$ cat config.mk
export PLATFORM = sky130hd
export DESIGN_NAME = ctsc_clock_ctrl
export DESIGN_NICKNAME = d
export VERILOG_FILES = /design/src/ctsc_pkg.sv /design/src/ctsc_timing_gen.sv /design/src/ctsc_clock_ctrl.sv
export VERILOG_INCLUDE_DIRS = /design/src /design/src/src
export SDC_FILE = /design/constraint.sdc
export NUM_CORES = 1
export LEC_CHECK = 0
export BUFFER_PORTS_ARGS = -buffer_cell sky130_fd_sc_hd__buf_2
export CORE_MARGIN = 2
export CORE_UTILIZATION = 40
export DETAILED_ROUTE_END_ITERATION = 16
export PLACE_DENSITY = 0.65
export SYNTH_ARGS = -nofsm -noshare
export SYNTH_HDL_FRONTEND = slang
export SYNTH_SLANG_ARGS = --single-unit
$ cat constraint.sdc
create_clock -name clk -period 2.01 [get_ports clk]
set_input_delay 0.402 -clock clk [delete_from_list [all_inputs] [get_ports clk]]
set_output_delay 0.402 -clock clk [all_outputs]
set_load 0.02 [all_outputs]
$ cat src/ctsc_cfg.svh
// constants of the clock, timing and standby controller
// assumes one clock at the high-frequency rate; APB word per register
`ifndef CTSC_CFG_SVH
`define CTSC_CFG_SVH

// ====================
// stages and timing
`define CTSC_PRESCALE_STAGES 3
`define CTSC_DIVIDER_STAGES 21
`define CTSC_CLK_PERIOD_NS 4
`define CTSC_FC_PER_MCYCLE 4
`define CTSC_MAX_INSTR_CYCLES 15
`define CTSC_WARM_UNIT_LOG2 16
`define CTSC_WARM_TRIPLE 3

// ====================
// register indices; byte address is four times the index
`define CTSC_IDX_DCC 8'h34
`define CTSC_IDX_TBDC 8'h36
`define CTSC_IDX_SYS1 8'h38
`define CTSC_IDX_SYS2 8'h39
`define CTSC_IDX_STATUS 8'h3A

// ====================
// reset values
`define CTSC_RST_DCC 8'h00
`define CTSC_RST_TBDC 8'h00
`define CTSC_RST_SYS1 8'h00
`define CTSC_RST_SYS2 8'h80

// ====================
// field positions
`define CTSC_TB_DIVIDER_OUTPUT_ENABLE 7
`define CTSC_TB_DIVIDER_OUTPUT_CLOCK_SELECT_LO 5
`define CTSC_TB_ZERO 4
`define CTSC_TB_TIME_BASE_ENABLE 3
`define CTSC_S1_STOP 7
`define CTSC_S1_STOP_RELEASE_METHOD 6
`define CTSC_S1_WUT_LO 2
`define CTSC_S2_XEN 7
`define CTSC_S2_SYSCK 5
`define CTSC_S2_IDLE 4
`define CTSC_DCC_DV1CK 5

// ====================
// divider chain taps
`define CTSC_DVO_TAP0 12
`define CTSC_WDT_TAP 15
`define CTSC_TMR_TAP0 2
`define CTSC_TMR_TAP1 6
`define CTSC_TMR_TAP2 10

`endif

$ cat src/ctsc_pkg.sv
// types of the clock, timing and standby controller
// assumes ctsc_cfg.svh is on the include path
package ctsc_pkg;
	typedef enum logic [3:0] {
		MODE_NORMAL = 4'b0001,
		MODE_IDLE = 4'b0010,
		MODE_STOP = 4'b0100,
		MODE_WARM = 4'b1000
	} ctsc_mode_e;
	typedef enum logic [3:0] {
		MST_S0 = 4'b0001,
		MST_S1 = 4'b0010,
		MST_S2 = 4'b0100,
		MST_S3 = 4'b1000
	} ctsc_mstate_e;
endpackage

$ cat src/ctsc_timing_gen.sv
// prescaler plus divider chain and machine cycle counter
// assumes clear and run come from the standby controller, same clock
`include "ctsc_cfg.svh"
module ctsc_timing_gen #(
	parameter int CHAIN_W = `CTSC_PRESCALE_STAGES + `CTSC_DIVIDER_STAGES
) (
	// clock and reset
	input wire logic clk,
	input wire logic sys_rst,
	// control
	input wire logic chainClear,
	input wire logic cycleRun,
	input wire logic instrStart,
	input wire logic [3:0] instrLen,
	// chain
	output logic [CHAIN_W-1:0] chain,
	output logic [CHAIN_W-1:0] chainRise,
	// machine cycle
	output ctsc_pkg::ctsc_mstate_e machState,
	output logic instrBusy,
	output logic instrDone
);
	logic [CHAIN_W-1:0] prevChain;
	logic [3:0] cyclesLeft;

	// ====================
	// chain
	always_ff @(posedge clk) begin
		if (sys_rst || chainClear) begin
			chain <= '0;
			prevChain <= '0;
		end else begin
			chain <= chain + 1'b1;
			prevChain <= chain;
		end
	end
	assign chainRise = chain & ~prevChain;

	// ====================
	// machine cycle: one state per fast clock, so four per cycle
	always_ff @(posedge clk) begin
		if (sys_rst) begin
			machState <= ctsc_pkg::MST_S0;
		end else if (cycleRun) begin
			case (machState)
			ctsc_pkg::MST_S0: machState <= ctsc_pkg::MST_S1;
			ctsc_pkg::MST_S1: machState <= ctsc_pkg::MST_S2;
			ctsc_pkg::MST_S2: machState <= ctsc_pkg::MST_S3;
			default: machState <= ctsc_pkg::MST_S0;
			endcase
		end
	end

	// ====================
	// instruction length in whole machine cycles, zero taken as one
	always_ff @(posedge clk) begin
		if (sys_rst) begin
			cyclesLeft <= 4'h0;
			instrDone <= 1'b0;
		end else begin
			instrDone <= 1'b0;
			if (!instrBusy && instrStart) begin
				cyclesLeft <= (instrLen == 4'h0) ? 4'h1 : instrLen;
			end else if (instrBusy && cycleRun &&
					machState == ctsc_pkg::MST_S3) begin
				cyclesLeft <= cyclesLeft - 4'h1;
				instrDone <= (cyclesLeft == 4'h1);
			end
		end
	end
	assign instrBusy = (cyclesLeft != 4'h0);

	property p_state_step;
		@(posedge clk) disable iff (sys_rst)
		(cycleRun && machState == ctsc_pkg::MST_S0) |=>
			machState == ctsc_pkg::MST_S1;
	endproperty
	a_state_step: assert property (p_state_step)
		else $error("machine state did not advance");

	property p_instr_len;
		@(posedge clk) disable iff (sys_rst)
		(!instrBusy && instrStart && instrLen == 4'h1 &&
			machState == ctsc_pkg::MST_S0 && cycleRun) ##1 cycleRun[*3]
			|=> instrDone;
	endproperty
	a_instr_len: assert property (p_instr_len)
		else $error("one-cycle instruction did not finish in 4 clocks");
endmodule

$ cat src/ctsc_clock_ctrl.sv
// top of the clock, timing and standby controller with APB slave
// assumes APB on clk, a stop-release pin from outside the clock domain
`include "ctsc_cfg.svh"
module ctsc_clock_ctrl #(
	parameter int WARM_UNIT_LOG2 = `CTSC_WARM_UNIT_LOG2
) (
	// clock and reset
	input wire logic clk,
	input wire logic sys_rst,
	// apb
	input wire logic psel,
	input wire logic penable,
	input wire logic pwrite,
	input wire logic [11:0] paddr,
	input wire logic [31:0] pwdata,
	output logic [31:0] prdata,
	output logic pready,
	output logic pslverr,
	// pins and core
	input wire logic stopPin,
	input wire logic irqRequest,
	input wire logic interruptMasterEnableFlag,
	input wire logic instrStart,
	input wire logic [3:0] instrLen,
	// clock gating
	output logic oscEnable,
	output logic cpuClkEn,
	output logic wdtClkEn,
	output logic periphClkEn,
	output logic xenResetReq,
	// machine cycle
	output ctsc_pkg::ctsc_mstate_e machState,
	output logic instrDone,
	// source clocks
	output logic dividerOutputPulse,
	output logic timeBaseTick,
	output logic watchdogTick,
	output logic [2:0] timerSrcTick,
	output logic warmupTick,
	// mode exits
	output logic idleResumeService,
	output logic resumeNext
);
	localparam int CHAIN_W = `CTSC_PRESCALE_STAGES + `CTSC_DIVIDER_STAGES;

	ctsc_pkg::ctsc_mode_e mode, next_mode;
	logic [7:0] timeBaseCtl, sysCtlFirst, sysCtlSecond, divClkCtl;
	logic [7:0] regIdx, rdByte;
	logic [CHAIN_W-1:0] chain, chainRise, warmLast;
	logic pinMeta, pinSync, pinPrev, wrEn, rdHit, stopWrite, idleWrite;
	logic stopRelease, warmDone, chainClear, instrBusy;

	// ====================
	// apb decode: zero wait states, error on unmapped index
	assign regIdx = paddr[9:2];
	assign wrEn = psel && penable && pwrite;
	assign pready = 1'b1;
	always_comb begin
		rdHit = 1'b1;
		rdByte = 8'h00;
		if (paddr[11:10] != 2'b00) begin
			rdHit = 1'b0;
		end else if (regIdx == `CTSC_IDX_TBDC) begin
			rdByte = timeBaseCtl;
		end else if (regIdx == `CTSC_IDX_SYS1) begin
			rdByte = {sysCtlFirst[7:2], 2'b00};
		end else if (regIdx == `CTSC_IDX_SYS2) begin
			rdByte = {sysCtlSecond[7:4], 4'h0};
		end else if (regIdx == `CTSC_IDX_DCC) begin
			rdByte = {2'b00, divClkCtl[5], 5'h00};
		end else if (regIdx == `CTSC_IDX_STATUS) begin
			rdByte = {machState, mode};
		end else begin
			rdHit = 1'b0;
		end
	end
	assign prdata = {24'h000000, rdByte};
	assign pslverr = psel && penable && !rdHit;

	assign stopWrite = wrEn && paddr[11:10] == 2'b00 &&
		regIdx == `CTSC_IDX_SYS1 && pwdata[`CTSC_S1_STOP];
	assign idleWrite = wrEn && paddr[11:10] == 2'b00 &&
		regIdx == `CTSC_IDX_SYS2 && pwdata[`CTSC_S2_IDLE];

	// ====================
	// registers
	always_ff @(posedge clk) begin
		if (sys_rst) begin
			timeBaseCtl <= `CTSC_RST_TBDC;
		end else if (wrEn && paddr[11:10] == 2'b00 &&
				regIdx == `CTSC_IDX_TBDC) begin
			timeBaseCtl <= pwdata[7:0] & 8'hEF;
		end
	end

	always_ff @(posedge clk) begin
		if (sys_rst) begin
			divClkCtl <= `CTSC_RST_DCC;
		end else if (wrEn && paddr[11:10] == 2'b00 &&
				regIdx == `CTSC_IDX_DCC) begin
			divClkCtl <= pwdata[7:0] & 8'h20;
		end
	end

	// stop bit cleared by hardware on release; writes accepted in every mode, release wins
	always_ff @(posedge clk) begin
		if (sys_rst) begin
			sysCtlFirst <= `CTSC_RST_SYS1;
		end else if (stopRelease) begin
			sysCtlFirst[`CTSC_S1_STOP] <= 1'b0;
		end else if (wrEn && paddr[11:10] == 2'b00 &&
				regIdx == `CTSC_IDX_SYS1) begin
			sysCtlFirst <= {pwdata[7:2], 2'b00};
		end
	end

	always_ff @(posedge clk) begin
		if (sys_rst) begin
			sysCtlSecond <= `CTSC_RST_SYS2;
		end else if (mode == ctsc_pkg::MODE_IDLE && irqRequest) begin
			sysCtlSecond[`CTSC_S2_IDLE] <= 1'b0;
		end else if (wrEn && paddr[11:10] == 2'b00 &&
				regIdx == `CTSC_IDX_SYS2) begin
			// bit 6 is written as zero; sysck keeps the fast clock
			sysCtlSecond <= {pwdata[7], 1'b0, 1'b0, pwdata[4], 4'h0};
		end
	end

	// ====================
	// stop-release pin synchroniser
	always_ff @(posedge clk) begin
		if (sys_rst) begin
			pinMeta <= 1'b0;
			pinSync <= 1'b0;
			pinPrev <= 1'b0;
		end else begin
			pinMeta <= stopPin;
			pinSync <= pinMeta;
			pinPrev <= pinSync;
		end
	end

	assign stopRelease = (mode == ctsc_pkg::MODE_STOP) &&
		(sysCtlFirst[`CTSC_S1_STOP_RELEASE_METHOD] ? pinSync : (pinSync && !pinPrev));

	// ====================
	// warm-up length: three units or one, unit doubled by dv1ck
	function automatic logic [CHAIN_W-1:0] warmEnd(input logic [1:0] wut,
			input logic dv1ck);
		logic [CHAIN_W-1:0] units;
		units = (wut == 2'b00) ? CHAIN_W'(`CTSC_WARM_TRIPLE) : CHAIN_W'(1);
		return CHAIN_W'(units << (WARM_UNIT_LOG2 + int'(dv1ck))) -
			CHAIN_W'(1);
	endfunction
	assign warmLast = warmEnd(sysCtlFirst[`CTSC_S1_WUT_LO+1:`CTSC_S1_WUT_LO],
		divClkCtl[`CTSC_DCC_DV1CK]);
	assign warmDone = (mode == ctsc_pkg::MODE_WARM) &&
		(chain == warmLast);

	// ====================
	// standby mode sequencer
	always_comb begin
		next_mode = mode;
		case (mode)
		ctsc_pkg::MODE_NORMAL: begin
			if (stopWrite) begin
				next_mode = (pwdata[`CTSC_S1_STOP_RELEASE_METHOD] && pinSync) ?
					ctsc_pkg::MODE_WARM : ctsc_pkg::MODE_STOP;
			end else if (idleWrite) begin
				next_mode = ctsc_pkg::MODE_IDLE;
			end
		end
		ctsc_pkg::MODE_IDLE: begin
			if (irqRequest) begin
				next_mode = ctsc_pkg::MODE_NORMAL;
			end
		end
		ctsc_pkg::MODE_STOP: begin
			if (stopRelease) begin
				next_mode = ctsc_pkg::MODE_WARM;
			end
		end
		ctsc_pkg::MODE_WARM: begin
			if (warmDone) begin
				next_mode = ctsc_pkg::MODE_NORMAL;
			end
		end
		default: next_mode = ctsc_pkg::MODE_NORMAL;
		endcase
	end

	always_ff @(posedge clk) begin
		if (sys_rst) begin
			mode <= ctsc_pkg::MODE_NORMAL;
		end else begin
			mode <= next_mode;
		end
	end

	always_ff @(posedge clk) begin
		if (sys_rst) begin
			idleResumeService <= 1'b0;
			resumeNext <= 1'b0;
		end else begin
			idleResumeService <= mode == ctsc_pkg::MODE_IDLE && irqRequest &&
				interruptMasterEnableFlag;
			resumeNext <= warmDone || (mode == ctsc_pkg::MODE_IDLE &&
				irqRequest && !interruptMasterEnableFlag);
		end
	end

	// chain held at zero through stop, so entry and exit both clear it
	assign chainClear = (mode == ctsc_pkg::MODE_STOP) || stopWrite;

	// ====================
	// clock gating
	assign oscEnable = (mode != ctsc_pkg::MODE_STOP) &&
		sysCtlSecond[`CTSC_S2_XEN];
	assign cpuClkEn = (mode == ctsc_pkg::MODE_NORMAL);
	assign wdtClkEn = (mode == ctsc_pkg::MODE_NORMAL);
	assign periphClkEn = (mode == ctsc_pkg::MODE_NORMAL) ||
		(mode == ctsc_pkg::MODE_IDLE);
	assign xenResetReq = !sysCtlSecond[`CTSC_S2_XEN];

	ctsc_timing_gen #(.CHAIN_W(CHAIN_W)) timing (
		.clk(clk),
		.sys_rst(sys_rst),
		.chainClear(chainClear),
		.cycleRun(cpuClkEn),
		.instrStart(instrStart),
		.instrLen(instrLen),
		.chain(chain),
		.chainRise(chainRise),
		.machState(machState),
		.instrBusy(instrBusy),
		.instrDone(instrDone)
	);

	// ====================
	// source clocks as one-cycle ticks off rising chain bits
	always_ff @(posedge clk) begin
		if (sys_rst) begin
			dividerOutputPulse <= 1'b0;
			timeBaseTick <= 1'b0;
			watchdogTick <= 1'b0;
			timerSrcTick <= 3'h0;
			warmupTick <= 1'b0;
		end else begin
			dividerOutputPulse <= timeBaseCtl[`CTSC_TB_DIVIDER_OUTPUT_ENABLE] && periphClkEn &&
				chainRise[`CTSC_DVO_TAP0 +
				int'(timeBaseCtl[`CTSC_TB_DIVIDER_OUTPUT_CLOCK_SELECT_LO+1:`CTSC_TB_DIVIDER_OUTPUT_CLOCK_SELECT_LO])];
			timeBaseTick <= timeBaseCtl[`CTSC_TB_TIME_BASE_ENABLE] && periphClkEn &&
				chainRise[`CTSC_DVO_TAP0 + int'(timeBaseCtl[2:0])];
			watchdogTick <= wdtClkEn && chainRise[`CTSC_WDT_TAP];
			timerSrcTick <= periphClkEn ? {chainRise[`CTSC_TMR_TAP2],
				chainRise[`CTSC_TMR_TAP1], chainRise[`CTSC_TMR_TAP0]} : 3'h0;
			warmupTick <= (mode == ctsc_pkg::MODE_WARM) &&
				chainRise[WARM_UNIT_LOG2 - 1];
		end
	end

	// ====================
	// checks
	property p_reset_normal;
		@(posedge clk) $fell(sys_rst) |-> mode == ctsc_pkg::MODE_NORMAL &&
			cpuClkEn && periphClkEn;
	endproperty
	a_reset_normal: assert property (p_reset_normal)
		else $error("not in normal mode after reset");

	property p_stop_zero;
		@(posedge clk) disable iff (sys_rst)
		mode == ctsc_pkg::MODE_STOP |-> chain == '0 && !oscEnable;
	endproperty
	a_stop_zero: assert property (p_stop_zero)
		else $error("chain or oscillator running in stop");

	property p_idle_gate;
		@(posedge clk) disable iff (sys_rst)
		mode == ctsc_pkg::MODE_IDLE |-> !cpuClkEn && !wdtClkEn &&
			periphClkEn && !watchdogTick;
	endproperty
	a_idle_gate: assert property (p_idle_gate)
		else $error("idle clock gating wrong");

	property p_idle_wake;
		@(posedge clk) disable iff (sys_rst)
		(mode == ctsc_pkg::MODE_IDLE && irqRequest) |=>
			mode == ctsc_pkg::MODE_NORMAL &&
			idleResumeService == $past(interruptMasterEnableFlag) &&
			!sysCtlSecond[`CTSC_S2_IDLE];
	endproperty
	a_idle_wake: assert property (p_idle_wake)
		else $error("idle exit wrong");

	property p_level_skip;
		@(posedge clk) disable iff (sys_rst)
		(mode == ctsc_pkg::MODE_NORMAL && stopWrite &&
			pwdata[`CTSC_S1_STOP_RELEASE_METHOD] && pinSync) |=>
			mode == ctsc_pkg::MODE_WARM ##1 chain == CHAIN_W'(1);
	endproperty
	a_level_skip: assert property (p_level_skip)
		else $error("level stop with pin high did not skip to warm-up");

	property p_release_clear;
		@(posedge clk) disable iff (sys_rst)
		stopRelease |=> !sysCtlFirst[`CTSC_S1_STOP] &&
			mode == ctsc_pkg::MODE_WARM && chain == '0;
	endproperty
	a_release_clear: assert property (p_release_clear)
		else $error("stop release did not clear stop bit");

	property p_warm_gate;
		@(posedge clk) disable iff (sys_rst)
		mode == ctsc_pkg::MODE_WARM |-> !cpuClkEn && !periphClkEn &&
			oscEnable == sysCtlSecond[`CTSC_S2_XEN];
	endproperty
	a_warm_gate: assert property (p_warm_gate)
		else $error("clocks open during warm-up");

	property p_warm_end;
		@(posedge clk) disable iff (sys_rst)
		warmDone |=> mode == ctsc_pkg::MODE_NORMAL && resumeNext;
	endproperty
	a_warm_end: assert property (p_warm_end)
		else $error("warm-up end did not resume");

	property p_bit4_zero;
		@(posedge clk) disable iff (sys_rst)
		$rose(wrEn) |=> !timeBaseCtl[`CTSC_TB_ZERO];
	endproperty
	a_bit4_zero: assert property (p_bit4_zero)
		else $error("time base bit 4 set");

	c_idle: cover property (@(posedge clk) disable iff (sys_rst)
		mode == ctsc_pkg::MODE_IDLE ##1 mode == ctsc_pkg::MODE_NORMAL);
	c_stop: cover property (@(posedge clk) disable iff (sys_rst)
		mode == ctsc_pkg::MODE_STOP ##1 mode == ctsc_pkg::MODE_WARM);
	c_warm: cover property (@(posedge clk) disable iff (sys_rst) warmDone);
endmodule

==> metrics.csv <==
metric,value,unit
Rows,35,
clk sinks,76,
Final ANT Viol Nets,0,
crit start category,input pin,
count of fill cells added during filler insertion,860,
Post-Syn Instances,422,
wire length of the first global-routing pass,14200,um
post-DR wirelength/cell,14.1,um
critical path's most frequent cell,buf_4,
number of cells on the worst hold path,2,
number of detailed-routing iterations run before antenna repair,4,
max-capacitance violation count,0,
highest clock rate,0.489,GHz
GR Util All Layers,17.9,%
Starting DRT DRC Count,128,
CTS root buffer,clkbuf_8,
"FF+latch count, synth",76,
number of antenna repair diodes,0,
actual slew at the worst max-slew pin,671,ps
maximum clock insertion buffer count,2,
CP Cell Sequence,buf_6 -> nor4bb_1 -> buf_4 -> nand3_2 -> nand2_1 -> a222oi_1 -> a2111oi_4 -> buf_4,
CTS buffer count,9,
residual overflow from global routing,0,
Setup WS pre-CTS,-188,ps
Final Hold Viols,0,
sequential-to-total area share from yosys stat,40.9,%
"commonest cells after routing, fill and taps aside","dfxtp_1, nor2_1, buf_4",
required time of the critical path,1610,ps
startpoint of the worst hold path,stopPin,
Final Cycle Share,102,%
most frequent standard cell in the layout excluding fill and tap cells,dfxtp_1,
smallest hold slack,259,ps
maximum net fanout on the critical path,3,
largest net degree at the start of global routing,28,
sequential standard cell area,1520,sq um
endpoint type of the worst setup path,output pin,
Die X,100,um
most area-consuming cells after synthesis,"dfxtp_1, nor2_1, buf_4",
DIE AREA,10100,sq um
clock network latency to the later pin of the worst-skew pair,360,ps
total count of max-transition violations in the final report,0,
cell area after synthesis,3720,sq um
power per cell area,636,nW/um^2
number of warnings reported in the yosys synthesis log,0,
number of antenna violations at the first check in global routing,0,
share of final-layout standard cells stronger than drive strength 1,29.2,%
number of flops mapped to enable cells by yosys,0,
ratio of routed vias to standard cells,5.14,
multi-input combinational cell area,2110,sq um
register-to-register setup slack,80,ps
Die Y,100,um
worst setup margin,-36.9,ps
worst endpoint data arrival time,1640,ps
synthesized area divided by synthesized cell count,8.82,sq um
DR vias,3231,
placeable core region,9150,sq um
half-perimeter wire length after detailed placement,6490,um
worst reg2reg path startpoint,timing.chain[0]$_SDFF_PP0_,
class of the most critical setup path,input pin to output pin,
Initial Util,40.7,%
number of top-level pins,110,
register clock-pin slew on the reported worst setup and hold paths,80,ps
worst setup skew after layout,15.4,ps
"Largest stage delay, worst path",300,ps
"IR drop worst, VDD",0.000403,V
number of distinct library cell variants in the gate-level netlist after synthesis,63,
Final Power,0.00300,W
vias in the first global route,3040,
violated checks,setup timing,
Max transition margin,54.7,%
count of port buffers added during placement,58,
"wirelength, routed",8860,um
drc violations,0,
crit path max-delay cell type,nor4bb_1,
Layout Nets,573,
terminating pin of the worst hold path,pinMeta$_SDFF_PP0_,
run status,"complete, but fails checks",
RSZ-0062 raised after global routing,true,
final count of negative-setup-slack endpoints,4,
capture point of the worst reg-to-reg path,mode[0]$_SDFFE_PP1P_,
shortest period the worst path allows,2050,ps
share of synthesized flip-flops with an asynchronous set or reset,0,%
area delta synth->final,26.5,%
clock tree from TritonCTS,done,
most common flop cell mapped by yosys,dfxtp_1,
reg2reg path depth,6,
library cell occupying the most area in the post-synthesis netlist,dfxtp_1,
worst min-delay path class,input pin to register,
number of hold buffers added after CTS,0,
final estimated routing congestion in global placement,0.854,
Max H-tree Level,3,
origin of the worst setup path,paddr[8],
LEAKAGE,1.92,nW
share of Yosys cell area claimed by the top area cell type,40.9,%
[repair_timing]
item                                    in CTS  in global routing
endpoints found under the setup margin      12                 23
resized for setup                           16                 24
buffers inserted                             7                  1
pin swaps                                    8                 16
gates cloned                                 0                  0
[worst max-delay path by stage]
stage | endpoint | slack (ps) | cells after the start
2_1_floorplan | prdata[6] | -60 | 4
3_3_place_gp | timing.prevChain[2]$_SDFF_PP0_ | -150 | 7
3_5_place_dp | timing.chain[1]$_SDFF_PP0_ | -190 | 7
5_1_grt | prdata[5] | -150 | 8
4_1_cts | prdata[5] | -10 | 8
6_report | prdata[5] | -40 | 8
[cells in the mapped netlist (all sizes together), types with 3 or more instances]
cell type,number
dfxtp,76
nor2,66
buf,32
nand2,17
nor3,17
and2,15
mux2i,15
clkbuf,14
xnor2,14
inv,12
nor3b,12
a21oi,11
nand3,10
xor2,10
nand4,9
nand2b,7
nor2b,7
a211oi,5
a222oi,5
and3,5
or3,4
a22oi,3
a31oi,3
and4,3
ha,3
nor4,3
nor4b,3
o22ai,3
[routing by layer]
metal	up-vias	part of all wire [%]	GRT usage, %
li1	1609	-	-
met1	1536	46	22.2
met2	77	48	30.8
met3	9	4.1	4.72
met4	0	1.3	4.74
met5	-	0	0
[worst max-delay path, delay by kind of cell]
| family | cells | cell delay, ps |
|---|---|---|
| buffers and inverters | 3 | 480 |
| AOI/OAI and AO/OA | 2 | 320 |
| and+or+nand+nor | 3 | 430 |
[cells by family after synthesis]
logic type | count (synthesis) | synth area share [%]
multiplexers | 17 | 4.64
flip-flops | 76 | 40.9
AO/OA/AOI/OAI | 51 | 10.4
other | 2 | 0.202
AND/OR/NAND/NOR | 191 | 28.2
buffers and inverters | 58 | 9.01
adder cells (fa/ha/maj) | 3 | 1.01
XOR/XNOR | 24 | 5.65
[where the power goes]
part / switching (W) / total (W) / internal (W)
Combinational: 0.000202 / 0.000345 / 0.000143
Sequential: 0.0000320 / 0.00157 / 0.00153
Clock: 0.000594 / 0.00108 / 0.000490
Total: 0.000828 / 0.00300 / 0.00217
[registers in the layout, summed over array words and instances (netlist names), 2 cells and up]
signal             cells
timeBaseCtl            7
timing.chain          24
sysCtlSecond           2
timing.prevChain      11
timing.machState       4
sysCtlFirst            6
timing.cyclesLeft      4
timerSrcTick           3
mode                   4
[metrics by stage]
step	util (%)	instances	cell area [sq um]	setup TNS (ps)
6_report	51.5	629	4710	-51.3
5_1_grt	51.5	629	4710	-540
4_1_cts	50.3	630	4600	-9.75
3_5_place_dp	47.3	609	4330	-2300
3_3_place_gp	47.3	609	4330	-1990
2_1_floorplan	-	445	3870	-191
[final cells by class]
class	count	share of cell area, %
clock buffers	10	2.92
clock inverters	6	0.983
inverters	12	1.04
multi-input cells	311	44.8
flip-flops and latches	76	32.4
well taps	111	2.95
repair buffers	103	15.0
Power figures use the tool's default switching activity.
